===== config.mk =====
export PLATFORM = sky130hd
export DESIGN_NAME = xma_unit
export DESIGN_NICKNAME = d
export VERILOG_FILES = /design/src/verilog/xma_pkg.sv /design/src/verilog/xma_unit.sv
export SDC_FILE = /design/constraint.sdc
export NUM_CORES = 1
export LEC_CHECK = 0
export BUFFER_PORTS_ARGS = -buffer_cell sky130_fd_sc_hd__buf_2
export CAP_MARGIN = 20
export CORE_MARGIN = 2
export CORE_UTILIZATION = 55
export DETAILED_ROUTE_END_ITERATION = 8
export GPL_ROUTABILITY_DRIVEN = 0
export PLACE_DENSITY_LB_ADDON = 0.2
export SLEW_MARGIN = 10
export SYNTH_ARGS = -nofsm -noshare
export SYNTH_HDL_FRONTEND = slang
export SYNTH_SLANG_ARGS = --single-unit

===== constraint.sdc =====
create_clock -name sys_clk -period 3.5 [get_ports sys_clk]
set_input_delay 0.175 -clock sys_clk [delete_from_list [all_inputs] [get_ports sys_clk]]
set_output_delay 0.175 -clock sys_clk [all_outputs]
set_load 0.01 [all_outputs]

===== src/verilog/xma_pkg.sv =====
// Notes on behaviour
// - Far move to accumulator loads the memory byte; flags stay unchanged.
// - Far move to memory writes the accumulator into the byte; flags unchanged.
// - Far OR to accumulator stores acc OR byte in acc; only zero flag.
// - Far OR to memory stores acc OR byte in memory; only zero flag.
// - Rotate left, bit 7 into bit 0, no flags; acc variant spares memory.
// - Rotate left through carry: carry into bit 0, bit 7 to carry.
// - Rotate right, bit 0 into bit 7, no flags; acc variant spares memory.
// - Rotate right through carry: carry into bit 7, bit 0 to carry.
// - Subtract with borrow: acc minus byte minus inverted carry; six flags.
// - Memory variant of subtract with borrow stores result in memory byte.
// - In every subtraction carry is cleared if negative, set otherwise.
// - Skip instructions add one dummy cycle; three cycles; false continues.
// - Decrement-and-skip writes byte minus one back; skips when zero.
// - Acc decrement-and-skip puts byte minus one in acc; memory unchanged.
// - Far set writes all ones into the byte; flags unchanged.
// - Far set-bit forces one selected bit; other bits and flags kept.
// - Increment-and-skip writes byte plus one back; skips when zero.
// - Acc increment-and-skip puts byte plus one in acc; memory unchanged.
// - Skip-if-bit-set skips when the selected bit is one; no flags.
// - Skip-if-nonzero rewrites the byte unchanged; skips when nonzero.
// - Far subtract puts acc minus byte in acc; six flags updated.
// - Memory far subtract stores acc minus byte in memory byte.
// - Every instruction here addresses any data memory section directly.
package xma_pkg;
   localparam int        ADDR_W   = 16;
   localparam int        DATA_W   = 8;
   localparam logic [7:0] ALL_ONES = 8'hFF;
   localparam logic [7:0] ONE_BIT  = 8'h01;
   localparam logic [7:0] ZERO_B   = 8'h00;

   typedef enum logic [4:0] {
      far_move_to_acc               = 5'b00000,
      far_move                      = 5'b00001,
      far_or_to_acc                 = 5'b00010,
      far_or_to_mem                 = 5'b00011,
      far_rotate_left               = 5'b00100,
      far_rotate_left_to_acc        = 5'b00101,
      far_rotate_left_carry         = 5'b00110,
      far_rotate_left_carry_to_acc  = 5'b00111,
      far_rotate_right              = 5'b01000,
      far_rotate_right_to_acc       = 5'b01001,
      far_rotate_right_carry        = 5'b01010,
      far_rotate_right_carry_to_acc = 5'b01011,
      far_subtract_borrow           = 5'b01100,
      far_subtract_borrow_to_mem    = 5'b01101,
      far_decrement_skip            = 5'b01110,
      far_decrement_skip_to_acc     = 5'b01111,
      far_set                       = 5'b10000,
      far_set_bit                   = 5'b10001,
      far_increment_skip            = 5'b10010,
      far_increment_skip_to_acc     = 5'b10011,
      far_skip_bit_set              = 5'b10100,
      far_skip_nonzero              = 5'b10101,
      far_subtract                  = 5'b10110,
      far_subtract_to_mem           = 5'b10111
   } xma_op_e;

   typedef enum logic [1:0] {
      ST_IDLE  = 2'b00,
      ST_READ  = 2'b01,
      ST_EXEC  = 2'b10,
      ST_DUMMY = 2'b11
   } xma_state_e;

   typedef struct packed {
      xma_op_e             op;
      logic [ADDR_W-1:0]   addr;
      logic [2:0]          bitSel;
   } xma_cmd_s;

   typedef struct packed {
      logic signRangeExceeded;
      logic zero;
      logic halfCarry;
      logic carry;
      logic signedCarry;
      logic chainedZero;
   } xma_flags_s;

   localparam xma_flags_s FLAGS_RST = '0;
endpackage


===== src/verilog/xma_unit.sv =====
`timescale 1ns/1ps
module xma_unit (
   input  wire logic                      sys_clk,
   input  wire logic                      resetn,
   input  wire logic                      cmdValid,
   input  wire xma_pkg::xma_cmd_s         cmd,
   output wire logic                      cmdReady,
   output logic                           memRdEn,
   output logic                           memWrEn,
   output logic [xma_pkg::ADDR_W-1:0]     memAddr,
   output logic [xma_pkg::DATA_W-1:0]     memWrData,
   input  wire logic [xma_pkg::DATA_W-1:0] memRdData,
   input  wire logic                      accLoad,
   input  wire logic [xma_pkg::DATA_W-1:0] accLoadData,
   input  wire logic                      flagLoad,
   input  wire xma_pkg::xma_flags_s       flagLoadData,
   output logic [xma_pkg::DATA_W-1:0]     acc,
   output xma_pkg::xma_flags_s            flags,
   output logic                           instDone,
   output logic                           instSkip
);
   import xma_pkg::*;

   xma_state_e state_r;
   xma_cmd_s   cmd_r;
   logic       skipPend_r;

   wire logic take = cmdValid && (state_r == ST_IDLE);
   assign cmdReady = (state_r == ST_IDLE);
   wire logic inExec = (state_r == ST_EXEC);

   wire logic [7:0] rd = memRdData;
   wire logic [7:0] a  = acc;
   wire xma_op_e    op = cmd_r.op;

   // Shared subtractor: a + ~m + cin, carry out is the inverted borrow
   wire logic isSbc = (op == far_subtract_borrow) ||
                      (op == far_subtract_borrow_to_mem);
   wire logic subCin = isSbc ? flags.carry : 1'b1;
   wire logic [8:0] subSum = {1'b0, a} + {1'b0, ~rd} + {8'h00, subCin};
   wire logic [4:0] subLow = {1'b0, a[3:0]} + {1'b0, ~rd[3:0]}
                             + {4'h0, subCin};
   wire logic [7:0] subRes = subSum[7:0];
   wire logic subOv = (a[7] != rd[7]) && (subRes[7] != a[7]);
   wire logic subZ  = (subRes == ZERO_B);

   wire logic [7:0] orRes  = a | rd;
   wire logic [7:0] decRes = rd - ONE_BIT;
   wire logic [7:0] incRes = rd + ONE_BIT;
   wire logic [7:0] bitRes = rd | (ONE_BIT << cmd_r.bitSel);

   logic [7:0] res;
   logic       toAcc;
   logic       toMem;
   logic       isSkip;
   logic       skipCond;
   xma_flags_s flgNxt;

   always_comb begin
      res      = rd;
      toAcc    = 1'b0;
      toMem    = 1'b0;
      isSkip   = 1'b0;
      skipCond = 1'b0;
      flgNxt   = flags;
      unique case (op)
         far_move_to_acc: begin
            toAcc = 1'b1;
         end
         far_move: begin
            res   = a;
            toMem = 1'b1;
         end
         far_or_to_acc, far_or_to_mem: begin
            res         = orRes;
            toAcc       = (op == far_or_to_acc);
            toMem       = (op == far_or_to_mem);
            flgNxt.zero = (orRes == ZERO_B);
         end
         far_rotate_left, far_rotate_left_to_acc: begin
            res   = {rd[6:0], rd[7]};
            toAcc = (op == far_rotate_left_to_acc);
            toMem = (op == far_rotate_left);
         end
         far_rotate_left_carry, far_rotate_left_carry_to_acc: begin
            res          = {rd[6:0], flags.carry};
            flgNxt.carry = rd[7];
            toAcc        = (op == far_rotate_left_carry_to_acc);
            toMem        = (op == far_rotate_left_carry);
         end
         far_rotate_right, far_rotate_right_to_acc: begin
            res   = {rd[0], rd[7:1]};
            toAcc = (op == far_rotate_right_to_acc);
            toMem = (op == far_rotate_right);
         end
         far_rotate_right_carry, far_rotate_right_carry_to_acc: begin
            res          = {flags.carry, rd[7:1]};
            flgNxt.carry = rd[0];
            toAcc        = (op == far_rotate_right_carry_to_acc);
            toMem        = (op == far_rotate_right_carry);
         end
         far_subtract_borrow, far_subtract_borrow_to_mem,
         far_subtract, far_subtract_to_mem: begin
            res   = subRes;
            toAcc = (op == far_subtract_borrow) || (op == far_subtract);
            toMem = !toAcc;
            flgNxt.signRangeExceeded = subOv;
            flgNxt.zero              = subZ;
            flgNxt.halfCarry         = subLow[4];
            flgNxt.carry             = subSum[8];
            flgNxt.signedCarry       = subOv ^ subRes[7];
            // Borrow chain keeps zero only if the lower bytes were zero
            flgNxt.chainedZero = isSbc ? (subZ && flags.chainedZero) : subZ;
         end
         far_decrement_skip, far_decrement_skip_to_acc: begin
            res      = decRes;
            isSkip   = 1'b1;
            skipCond = (decRes == ZERO_B);
            toMem    = (op == far_decrement_skip);
            toAcc    = (op == far_decrement_skip_to_acc);
         end
         far_set: begin
            res   = ALL_ONES;
            toMem = 1'b1;
         end
         far_set_bit: begin
            res   = bitRes;
            toMem = 1'b1;
         end
         far_increment_skip, far_increment_skip_to_acc: begin
            res      = incRes;
            isSkip   = 1'b1;
            skipCond = (incRes == ZERO_B);
            toMem    = (op == far_increment_skip);
            toAcc    = (op == far_increment_skip_to_acc);
         end
         far_skip_bit_set: begin
            isSkip   = 1'b1;
            skipCond = rd[cmd_r.bitSel];
         end
         far_skip_nonzero: begin
            // Rewrite of the same byte mirrors the read-modify-write slot
            isSkip   = 1'b1;
            toMem    = 1'b1;
            skipCond = (rd != ZERO_B);
         end
         // Spare codes act as a plain no-op: no write, flags kept
         default: ;
      endcase
   end

   // Sequencer: read, execute, and a dummy slot only for skips
   always_ff @(posedge sys_clk or negedge resetn) begin
      if (!resetn) begin
         state_r    <= ST_IDLE;
         cmd_r      <= '0;
         skipPend_r <= 1'b0;
      end else begin
         unique case (state_r)
            ST_IDLE: begin
               if (take) begin
                  cmd_r   <= cmd;
                  state_r <= ST_READ;
               end
            end
            ST_READ: state_r <= ST_EXEC;
            ST_EXEC: begin
               skipPend_r <= skipCond;
               state_r    <= isSkip ? ST_DUMMY : ST_IDLE;
            end
            ST_DUMMY: state_r <= ST_IDLE;
         endcase
      end
   end

   // Full address is passed through, so any memory section is reachable
   always_ff @(posedge sys_clk or negedge resetn) begin
      if (!resetn) begin
         memAddr <= '0;
         memRdEn <= 1'b0;
      end else begin
         memRdEn <= take;
         if (take) begin
            memAddr <= cmd.addr;
         end
      end
   end

   always_ff @(posedge sys_clk or negedge resetn) begin
      if (!resetn) begin
         memWrEn   <= 1'b0;
         memWrData <= ZERO_B;
      end else begin
         memWrEn <= inExec && toMem;
         if (inExec && toMem) begin
            memWrData <= res;
         end
      end
   end

   // An acc-writing op wins over an acc preload in the same cycle; execution always wins for flags
   always_ff @(posedge sys_clk or negedge resetn) begin
      if (!resetn) begin
         acc   <= ZERO_B;
         flags <= FLAGS_RST;
      end else begin
         if (inExec && toAcc) begin
            acc <= res;
         end else if (accLoad) begin
            acc <= accLoadData;
         end
         if (inExec) begin
            flags <= flgNxt;
         end else if (flagLoad) begin
            flags <= flagLoadData;
         end
      end
   end

   always_ff @(posedge sys_clk or negedge resetn) begin
      if (!resetn) begin
         instDone <= 1'b0;
         instSkip <= 1'b0;
      end else begin
         instDone <= (inExec && !isSkip) || (state_r == ST_DUMMY);
         instSkip <= (state_r == ST_DUMMY) && skipPend_r;
      end
   end
endmodule


After elaboration in Yosys (flattened, before gate mapping)
Index checks and enable logic that the tools add are counted.
Operators by class
  $add $sub $neg: 6
  $lt $le $gt $ge: 1
  eq/ne operators: 32
  shifts and indexed selects: 1
  muxes and demuxes: 21
  bitwise gates (word level): 5
  reduce and logical (&&, ||, !) cells: 35
Operators by type and width (count)
  $pmux W8 S11: 1
  $eq A5 B4 Y1 const B: 8
  $eq A5 B5 Y1 const B: 8
  $logic_not A8 Y1: 4
  $eq A5 B3 Y1 const B: 4
  $pmux W1 S9: 2
  $mux W8: 2
  $or A8 B8 Y8: 2
  $reduce_or A2 Y1: 7
  $mux W6: 2
  $eq A5 B2 Y1 const B: 2
  $add A8 B8 Y9: 1
  $add A9 B1 Y9: 1
  $add A8 B1 Y8 const B: 1
  $not A8 Y8: 1
  $pmux W2 S4: 1
  $reduce_and A2 Y1: 4
  $reduce_bool A8 Y1: 1
  $reduce_or A4 Y1: 2
  $shl A1 B3 Y8 const A: 1
  $sub A8 B1 Y8 const B: 1
  $logic_and A1 B1 Y1: 7
  $mux W1: 6
  $mux W2: 3
  other kinds (22): 29
Storage, ports and cells
  register bits after elaboration: 53
  input bits: 51
  word-level logic and storage cells: 118

Depth between registers and ports, before layout
Gate-level depths: netlist of run 1.
  word-level depth: 9
  depth in mapped cells: 16

Worst setup path after synthesis of run 1
Ideal clock, no wire load.
  path kind: reg-to-reg
  start: register cmd_r, in the netlist op[1]
  end: register flags[0] (netlist name)
  arrival time: 3.138 ns
  data required time: 3.405 ns
  setup slack: 0.266 ns
  stages on the path, launching flop included: 17
  cell sequence: dfrtp_1 buf_2 buf_2 nand2b_1 nor3_1 fa_1 o21bai_1 a21oi_1 o31ai_1 a21oi_1 nor2_1 nor2_1 fa_1 nand2_1 nor3_1 nand4_1 o31ai_1
Between the ends
  longest elaborated chain between the ends: 9
  elaborated cells on any way between the ends: 15
  those cells by class: add/sub (1); eq/ne (5); mux (4); reduce/logical (5)
Ends and longest elaborated chain
  start, declared: RTL line xma_unit.sv:25  | xma_cmd_s cmd_r;
  start signal, assigned: RTL line xma_unit.sv:162  | cmd_r <= cmd;
  $eq A5 B4 Y1, on equally long branches: RTL line xma_unit.sv:37, xma_unit.sv:66, xma_unit.sv:38
  $logic_or A1 B1 Y1: RTL line xma_unit.sv:37  | wire logic isSbc = (op == far_subtract_borrow) ||
  $mux W1: RTL line xma_unit.sv:39  | wire logic subCin = isSbc ? flags.carry : 1'b1;
  $add A9 B1 Y9: RTL line xma_unit.sv:40  | wire logic [8:0] subSum = {1'b0, a} + {1'b0, ~rd} + {8'h00, subCin};
  $logic_not A8 Y1: RTL line xma_unit.sv:45  | wire logic subZ = (subRes == ZERO_B);
  $logic_and A1 B1 Y1: RTL line xma_unit.sv:113  | flgNxt.chainedZero = isSbc ? (subZ && flags.chainedZero) : subZ;
  $mux W1: RTL line xma_unit.sv:113
  $mux W2: RTL line xma_unit.sv:66  | unique case (op)
  $mux W6: RTL line xma_unit.sv:212  | if (inExec) begin
  end signal, assigned: RTL line xma_unit.sv:213  | flags <= flgNxt;
  end signal, assigned: RTL line xma_unit.sv:215  | flags <= flagLoadData;
  end, declared: RTL line xma_unit.sv:18  | output xma_pkg::xma_flags_s flags,
Several ways; a longest one is shown, not always the timed one. The select of a mux whose other input is x is not followed.
A chain may end at the register's enable or synchronous reset.

Worst setup path after layout of run 1
  start: register cmd_r, in the netlist op[4]
  end: register flags[2] (netlist name)
Between the ends
  longest elaborated chain between the ends: 6
  elaborated cells on any way between the ends: 18
  those cells by class: add/sub (1); eq/ne (9); mux (3); reduce/logical (5)
Ends and longest elaborated chain (RTL line)
  $eq A5 B4 Y1, on equally long branches: xma_unit.sv:37, xma_unit.sv:66, xma_unit.sv:38
  $logic_or A1 B1 Y1: xma_unit.sv:37
  $mux W1: xma_unit.sv:39
  $add A9 B1 Y9: xma_unit.sv:40
  $pmux W1 S3: xma_unit.sv:66
  $mux W6: xma_unit.sv:212
Several ways; a longest one is shown, not always the timed one.

==> PnR_summary.wiki, run 1 <==
{| class="wikitable"
! Metric !! Value
|-
| Tightest slew margin relative to the limit || 53.9%
|-
| Maximum Capacitance Violations || 0
|-
| Largest net degree at the start of global routing || 31
|-
| Hold crit path type || in2reg
|-
| Highest fanout seen on the critical path || 2
|-
| Period minus WS final || 3190 ps
|-
| CP Class || reg2reg
|-
| Count of state elements after synthesis || 53
|-
| Maximum VDD drop || 0.399 mV
|-
| Number of DRC violations after detailed routing || 0
|-
| Area of the core || 7290 um^2
|-
| RSZ-0062 raised after global routing || no
|-
| Smallest setup slack after layout || 312 ps
|-
| Violation count after the first detailed-routing iteration || 623
|-
| Standard-cell rows || 31
|-
| N_diodes || 0
|-
| Status || finished clean
|-
| Crit path required time || 3700 ps
|-
| Number of pins with negative max-slew slack in the final report || 0
|-
| Fraction of the cycle the final worst path needs || 91.1%
|-
| Effective utilization at floorplan || 57.0%
|-
| Fraction of layout instances using a drive strength above 1 || 26.3%
|-
| Number of synthesized flops with an enable pin || 0
|-
| Area added between synthesis and finish || 14.5%
|-
| Dpl ws || 298 ps
|-
| CTS tree || done
|-
| Crit. End Element || register
|-
| Total number of clock tree sinks || 53
|-
| Total power || 4.37 mW
|-
| Most used DFF post-synth || dfrtp_1
|-
| Setup violation total in the final timing report || 0
|-
| Clk_lat worst skew || 310 ps
|-
| Final hold vios || 0
|-
| Sequential cell area fraction in the yosys report || 31.9%
|-
| I/O Pins || 94
|-
| Power density relative to cell area || 918 nW/um^2
|-
| Height of the chip || 90.9 um
|-
| Final Net Count || 633
|-
| DIE AREA || 8270 um^2
|-
| Commonest non-fill, non-tap cell in the layout || buf_2
|-
| Port bufs || 93
|-
| Setup fix buffers added after clock tree synthesis || 0
|-
| Number of global-route vias before repair || 4006
|-
| Cells after Synth || 484
|-
| Total GRT Usage || 31.3%
|-
| Fmax || 314 MHz
|-
| Most used cells in the layout excluding fill and tap cells || buf_2, dfrtp_1, nand2_1
|-
| Total Routed Length || 12600 um
|-
| Tightest Pin Transition || 689 ps
|-
| Synthesized netlist net count || 558
|-
| Final clock skew || 9.66 ps
|-
| Cells along the critical path || nand2b_1 -> nor3_1 -> fa_1 -> inv_1 -> fa_1 -> nor2b_1 -> or3_1 -> a221o_1 -> a211o_1 -> a311oi_1 -> o31ai_1
|-
| Longest individual stage delay on the worst path || 400 ps
|-
| Total standard cell area after synthesis || 4160 um^2
|-
| Per-cell via count in the routed design || 6.42
|-
| Detailed-route via count || 4222
|-
| Die Width || 90.9 um
|-
| H-tree depth || 2
|-
| Critical path startpoint category || register
|-
| Slowest-stage cell, CP || fa_1
|-
| Average cell area after synthesis || 8.59 um^2
|-
| Antenna violation net count after detailed routing || 0
|-
| Clk root buf || clkbuf_8
|-
| Average wire per cell in the routed design || 19.1 um
|-
| Number of buffers on the longest clock path || 2
|-
| Global-route congestion overflow total || 0
|-
| Number of warnings reported in the yosys synthesis log || 0
|-
| Half-perimeter wire length after detailed placement || 9220 um
|-
| Wire length of the first global-routing pass || 20900 um
|-
| # fillers || 665
|-
| Share of flip-flops with an asynchronous set or reset || 100%
|-
| Inserted Clock Buffers || 5
|-
| Clk pin slew, worst setup/hold paths || 100 ps
|-
| Critical path's most frequent cell || fa_1
|-
| Critical path arrival || 3390 ps
|-
| Number of distinct library cell variants in the gate-level netlist after synthesis || 70
|-
| Number of iterations in the first detailed-routing pass || 6
|-
| Setup tns final || 0 ps
|-
| Leakage power figure || 2.16 nW
|-
| Antenna violations before repair || 0
|}
## kinds of logic after synthesis
kind of cell	synth area share, %
muxes	9.39
DFF	31.9
adders and majority gates	7.47
buffers and inverters	7.38
and+or+nand+nor	19.0
xor gates and xnor gates	2.32
AOI/OAI and AO/OA	22.5
## critical path, delay by kind of cell, from the launching register on
family / cells / cell delay (ps)
simple gates: 4 / 900
fa+ha+maj: 2 / 670
buf+inv: 1 / 60
flops: 1 / 380
compound gates: 4 / 1040
## cell type report
class / count / area [um^2] / area share [%]
Clock buffer: 5 / 68.8 / 1.45
Sequential cell: 53 / 1330 / 27.9
Clock inverter: 2 / 35.0 / 0.736
Tap cell: 99 / 124 / 2.60
Multi-Input combinational cell: 366 / 2520 / 53.0
Inverter: 28 / 105 / 2.21
Timing Repair Buffer: 105 / 578 / 12.1
## metal layers
metal | vias to the layer above | track usage, % | routed length, um | share of wire, %
li1 | 1910 | - | - | -
met1 | 1965 | 42.9 | 5110 | 41
met2 | 275 | 47.5 | 5580 | 44
met3 | 72 | 5.84 | 1230 | 9.8
met4 | 0 | 15.2 | 655 | 5.2
met5 | - | 0 | 0 | 0
## flip-flops by register name, indices dropped and copies added, names as in the netlist
name / count
memAddr: 16
acc: 8
memWrData: 8
flags: 6
op: 5
cmd_r: 3
state_r: 2
instDone: 1
instSkip: 1
memRdEn: 1
memWrEn: 1
skipPend_r: 1
## Yosys cell counts (7+ instances only)
| cell type | count | share of area, % |
|---|---|---|
| o21ai_0 | 25 | 3.0 |
| nand2_1 | 51 | 4.6 |
| xnor2_1 | 11 | 2.3 |
| nand3_1 | 12 | 1.4 |
| buf_2 | 16 | 1.9 |
| dfrtp_1 | 53 | 32 |
| nor2_1 | 36 | 3.3 |
| a221oi_1 | 7 | 1.5 |
| a21oi_1 | 20 | 2.4 |
| o22ai_1 | 10 | 1.5 |
| nand4_1 | 9 | 1.4 |
| o31ai_1 | 11 | 2.0 |
| ha_1 | 20 | 6.0 |
| o21ai_1 | 10 | 1.2 |
| clkbuf_1 | 15 | 1.4 |
| nor3_1 | 12 | 1.4 |
| mux2_2 | 27 | 7.3 |
| nor2b_1 | 8 | 1.2 |
| inv_1 | 26 | 2.3 |
## stage by stage
step	instance area, um^2	cells	hold WS [ps]	util (%)
floorplan	4160	484	-121	-
global placement	4620	649	184	63.3
detailed placement	4620	649	204	63.3
CTS	4730	657	74.0	64.9
global route	4760	658	78.3	65.3
finish	4760	658	74.2	65.3
## final timing paths
path	startpoint	to	slack [ps]	cells after the start
min in group asynchronous	resetn	memAddr[15]	380	2
max in group asynchronous	resetn	acc[3]	2340	3
worst max-delay path	op[4]	flags[2]	310	11
worst max register to register	op[4]	flags[2]	310	11
worst min register to register	flags[1]	flags[1]	470	2
worst min-delay path	flagLoadData[1]	flags[1]	70	3
## report_power, final
part           switching (mW)  total [mW]  leakage [nW]  internal (mW)
Clock                   0.207       0.416        0.0540          0.208
Sequential              0.278        1.19         0.644          0.908
Combinational            1.61        2.77          1.46           1.15
Total                    2.10        4.37          2.16           2.27
## what timing repair did
action                                 in CTS  in global routing
hold buffers                                1                  0
gates resized for setup                     0                  0
endpoints found under the hold margin      24                  0
Power figures use the tool's default switching activity.
==> run 2: changes to the inputs <==
Settings changed: MAX_ROUTING_LAYER set to met4, TNS_END_PERCENT set to 50.
==> PnR_summary.wiki, run 2 (synthesis results as in run 1) <==
{| class="wikitable"
! Metric !! Value
|-
| RSZ-0062 raised after global routing || no
|-
| Hold Crit Start || cmd[19]
|-
| Cell count after placement || 649
|-
| CTS tree || done
|-
| H-tree depth || 2
|-
| Total GRT Usage || 32.1%
|-
| Largest net degree at the start of global routing || 31
|-
| Violation count after the first detailed-routing iteration || 626
|-
| Half-perimeter wire length after detailed placement || 9220 um
|-
| Reg2Reg Launch Point || op[4]
|-
| Fraction of layout instances using a drive strength above 1 || 26.3%
|-
| CP Class || reg2reg
|-
| Crit. End Element || register
|-
| Setup tns final || 0 ps
|-
| DIE AREA || 8270 um^2
|-
| Non-filler cells, final || 658
|-
| Total number of clock tree sinks || 53
|-
| Number of global-route vias before repair || 3993
|-
| Clk_lat worst skew || 310 ps
|-
| Dpl ws || 298 ps
|-
| Maximum Capacitance Violations || 0
|-
| Fraction of the cycle the final worst path needs || 90.2%
|-
| Count of cells along the worst hold path || 3
|-
| I/O Pins || 94
|-
| Highest fanout seen on the critical path || 2
|-
| Number of iterations in the first detailed-routing pass || 7
|-
| Period minus WS final || 3160 ps
|-
| Area taken by multi-input logic gates || 2520 um^2
|-
| Number of DRC violations after detailed routing || 0
|-
| Fmax || 317 MHz
|-
| Tightest Pin Transition || 646 ps
|-
| Detailed-route via count || 4210
|-
| Effective utilization at floorplan || 57.0%
|-
| Final Net Count || 633
|-
| Tightest slew margin relative to the limit || 56.8%
|-
| Clk pin slew, worst setup/hold paths || 100 ps
|-
| Antenna violation net count after detailed routing || 0
|-
| Final hold vios || 0
|-
| Global-route congestion overflow total || 0
|-
| Cell count of the worst reg-to-reg path || 11
|-
| Crit path required time || 3700 ps
|-
| Antenna violations before repair || 0
|-
| Average wire per cell in the routed design || 19.1 um
|-
| Leakage power figure || 2.16 nW
|-
| Reg area || 1330 um^2
|-
| Setup violation total in the final timing report || 0
|-
| Maximum VDD drop || 0.400 mV
|-
| Number of buffers on the longest clock path || 2
|-
| N_diodes || 0
|-
| Register name with the most flops || memAddr
|-
| Final clock skew || 4.93 ps
|-
| Internal reg-to-reg setup slack || 340 ps
|-
| Post-cts resize count || 0
|-
| Standard-cell rows || 31
|-
| Wire length of the first global-routing pass || 20800 um
|-
| Critical path startpoint category || register
|-
| Power density relative to cell area || 916 nW/um^2
|-
| Critical path arrival || 3360 ps
|-
| Clk root buf || clkbuf_8
|-
| Area of the core || 7290 um^2
|-
| End of the worst register-to-register path || flags[2]
|-
| Hold crit path type || in2reg
|-
| Smallest setup slack after layout || 342 ps
|-
| # fillers || 665
|-
| Area added between synthesis and finish || 14.5%
|-
| Final Core Density || 65.3%
|-
| Die Width || 90.9 um
|-
| Inserted Clock Buffers || 5
|-
| Flip-flop count of the largest register after layout || 16
|-
| Registers with the highest flip-flop counts || memAddr: 16 flops, acc: 8 flops, memWrData: 8 flops
|-
| Height of the chip || 90.9 um
|-
| Status || finished clean
|-
| Port bufs || 93
|-
| Hold Path End || op[0]
|-
| Number of pins with negative max-slew slack in the final report || 0
|-
| Total Routed Length || 12600 um
|-
| Commonest non-fill, non-tap cell in the layout || buf_2
|-
| Most used cells in the layout excluding fill and tap cells || buf_2, dfrtp_1, nand2_1
|-
| Per-cell via count in the routed design || 6.40
|}
[run 2: cell counts in the layout (fill, tap and decap cells not counted)]
Identical to the previous run, type by type.
[run 2: critical path: stages, from the launching register on]
cell and delay, ps:
dfrtp_1 380, nand2b_1 150, nor3_1 280, fa_1 270, inv_1 60, fa_1 400, nor2b_1 160, or3_1 300
a221o_1 340, a211o_1 320, a311oi_1 260, o31ai_1 110
[run 2: repair_timing]
action	CTS	global route
hold buffers	1	0
setup buffers	0	0
endpoints found under the hold margin	24	0
[run 2: worst max path at each step]
stage,start,end,slack [ps],cells after the start
after floorplan,op[1],flags[0],270,16
after global placement,op[4],flags[2],390,11
after detailed placement,memRdData[1],acc[7],300,13
after CTS,op[2],acc[7],350,13
after global routing,op[3],flags[0],110,14
final,op[4],flags[2],340,11
[run 2: layer usage]
layer | vias to the layer above | global-route usage (%) | part of all wire [%]
met3 | 60 | 4.67 | 10
met4 | 0 | 14.6 | 4.6
met5 | - | - | 0
met2 | 289 | 47.7 | 44
li1 | 1906 | - | -
met1 | 1955 | 43.5 | 41
[run 2: layout make-up]
type                            count  share of cell area, %
Inverter                           28                   2.21
Multi-Input combinational cell    366                   53.0
Clock buffer                        5                   1.45
Sequential cell                    53                   27.9
Clock inverter                      2                  0.736
Timing Repair Buffer              105                   12.1
Tap cell                           99                   2.60
[run 2: power breakdown]
| group | switching [mW] | leakage [nW] | internal, mW |
|---|---|---|---|
| combinational | 1.61 | 1.46 | 1.15 |
| clock | 0.206 | 0.0540 | 0.208 |
| sequential | 0.279 | 0.644 | 0.908 |
| total | 2.09 | 2.16 | 2.27 |
[run 2: metrics by stage]
step | total power [mW] | hold slack [ps] | instance area [um^2]
after global placement | 3.80 | 184 | 4620
final | 4.36 | 72.1 | 4760
after floorplan | 3.08 | -121 | 4160
after global routing | 4.69 | 78.3 | 4760
after detailed placement | 3.86 | 204 | 4620
after CTS | 4.29 | 74.0 | 4730
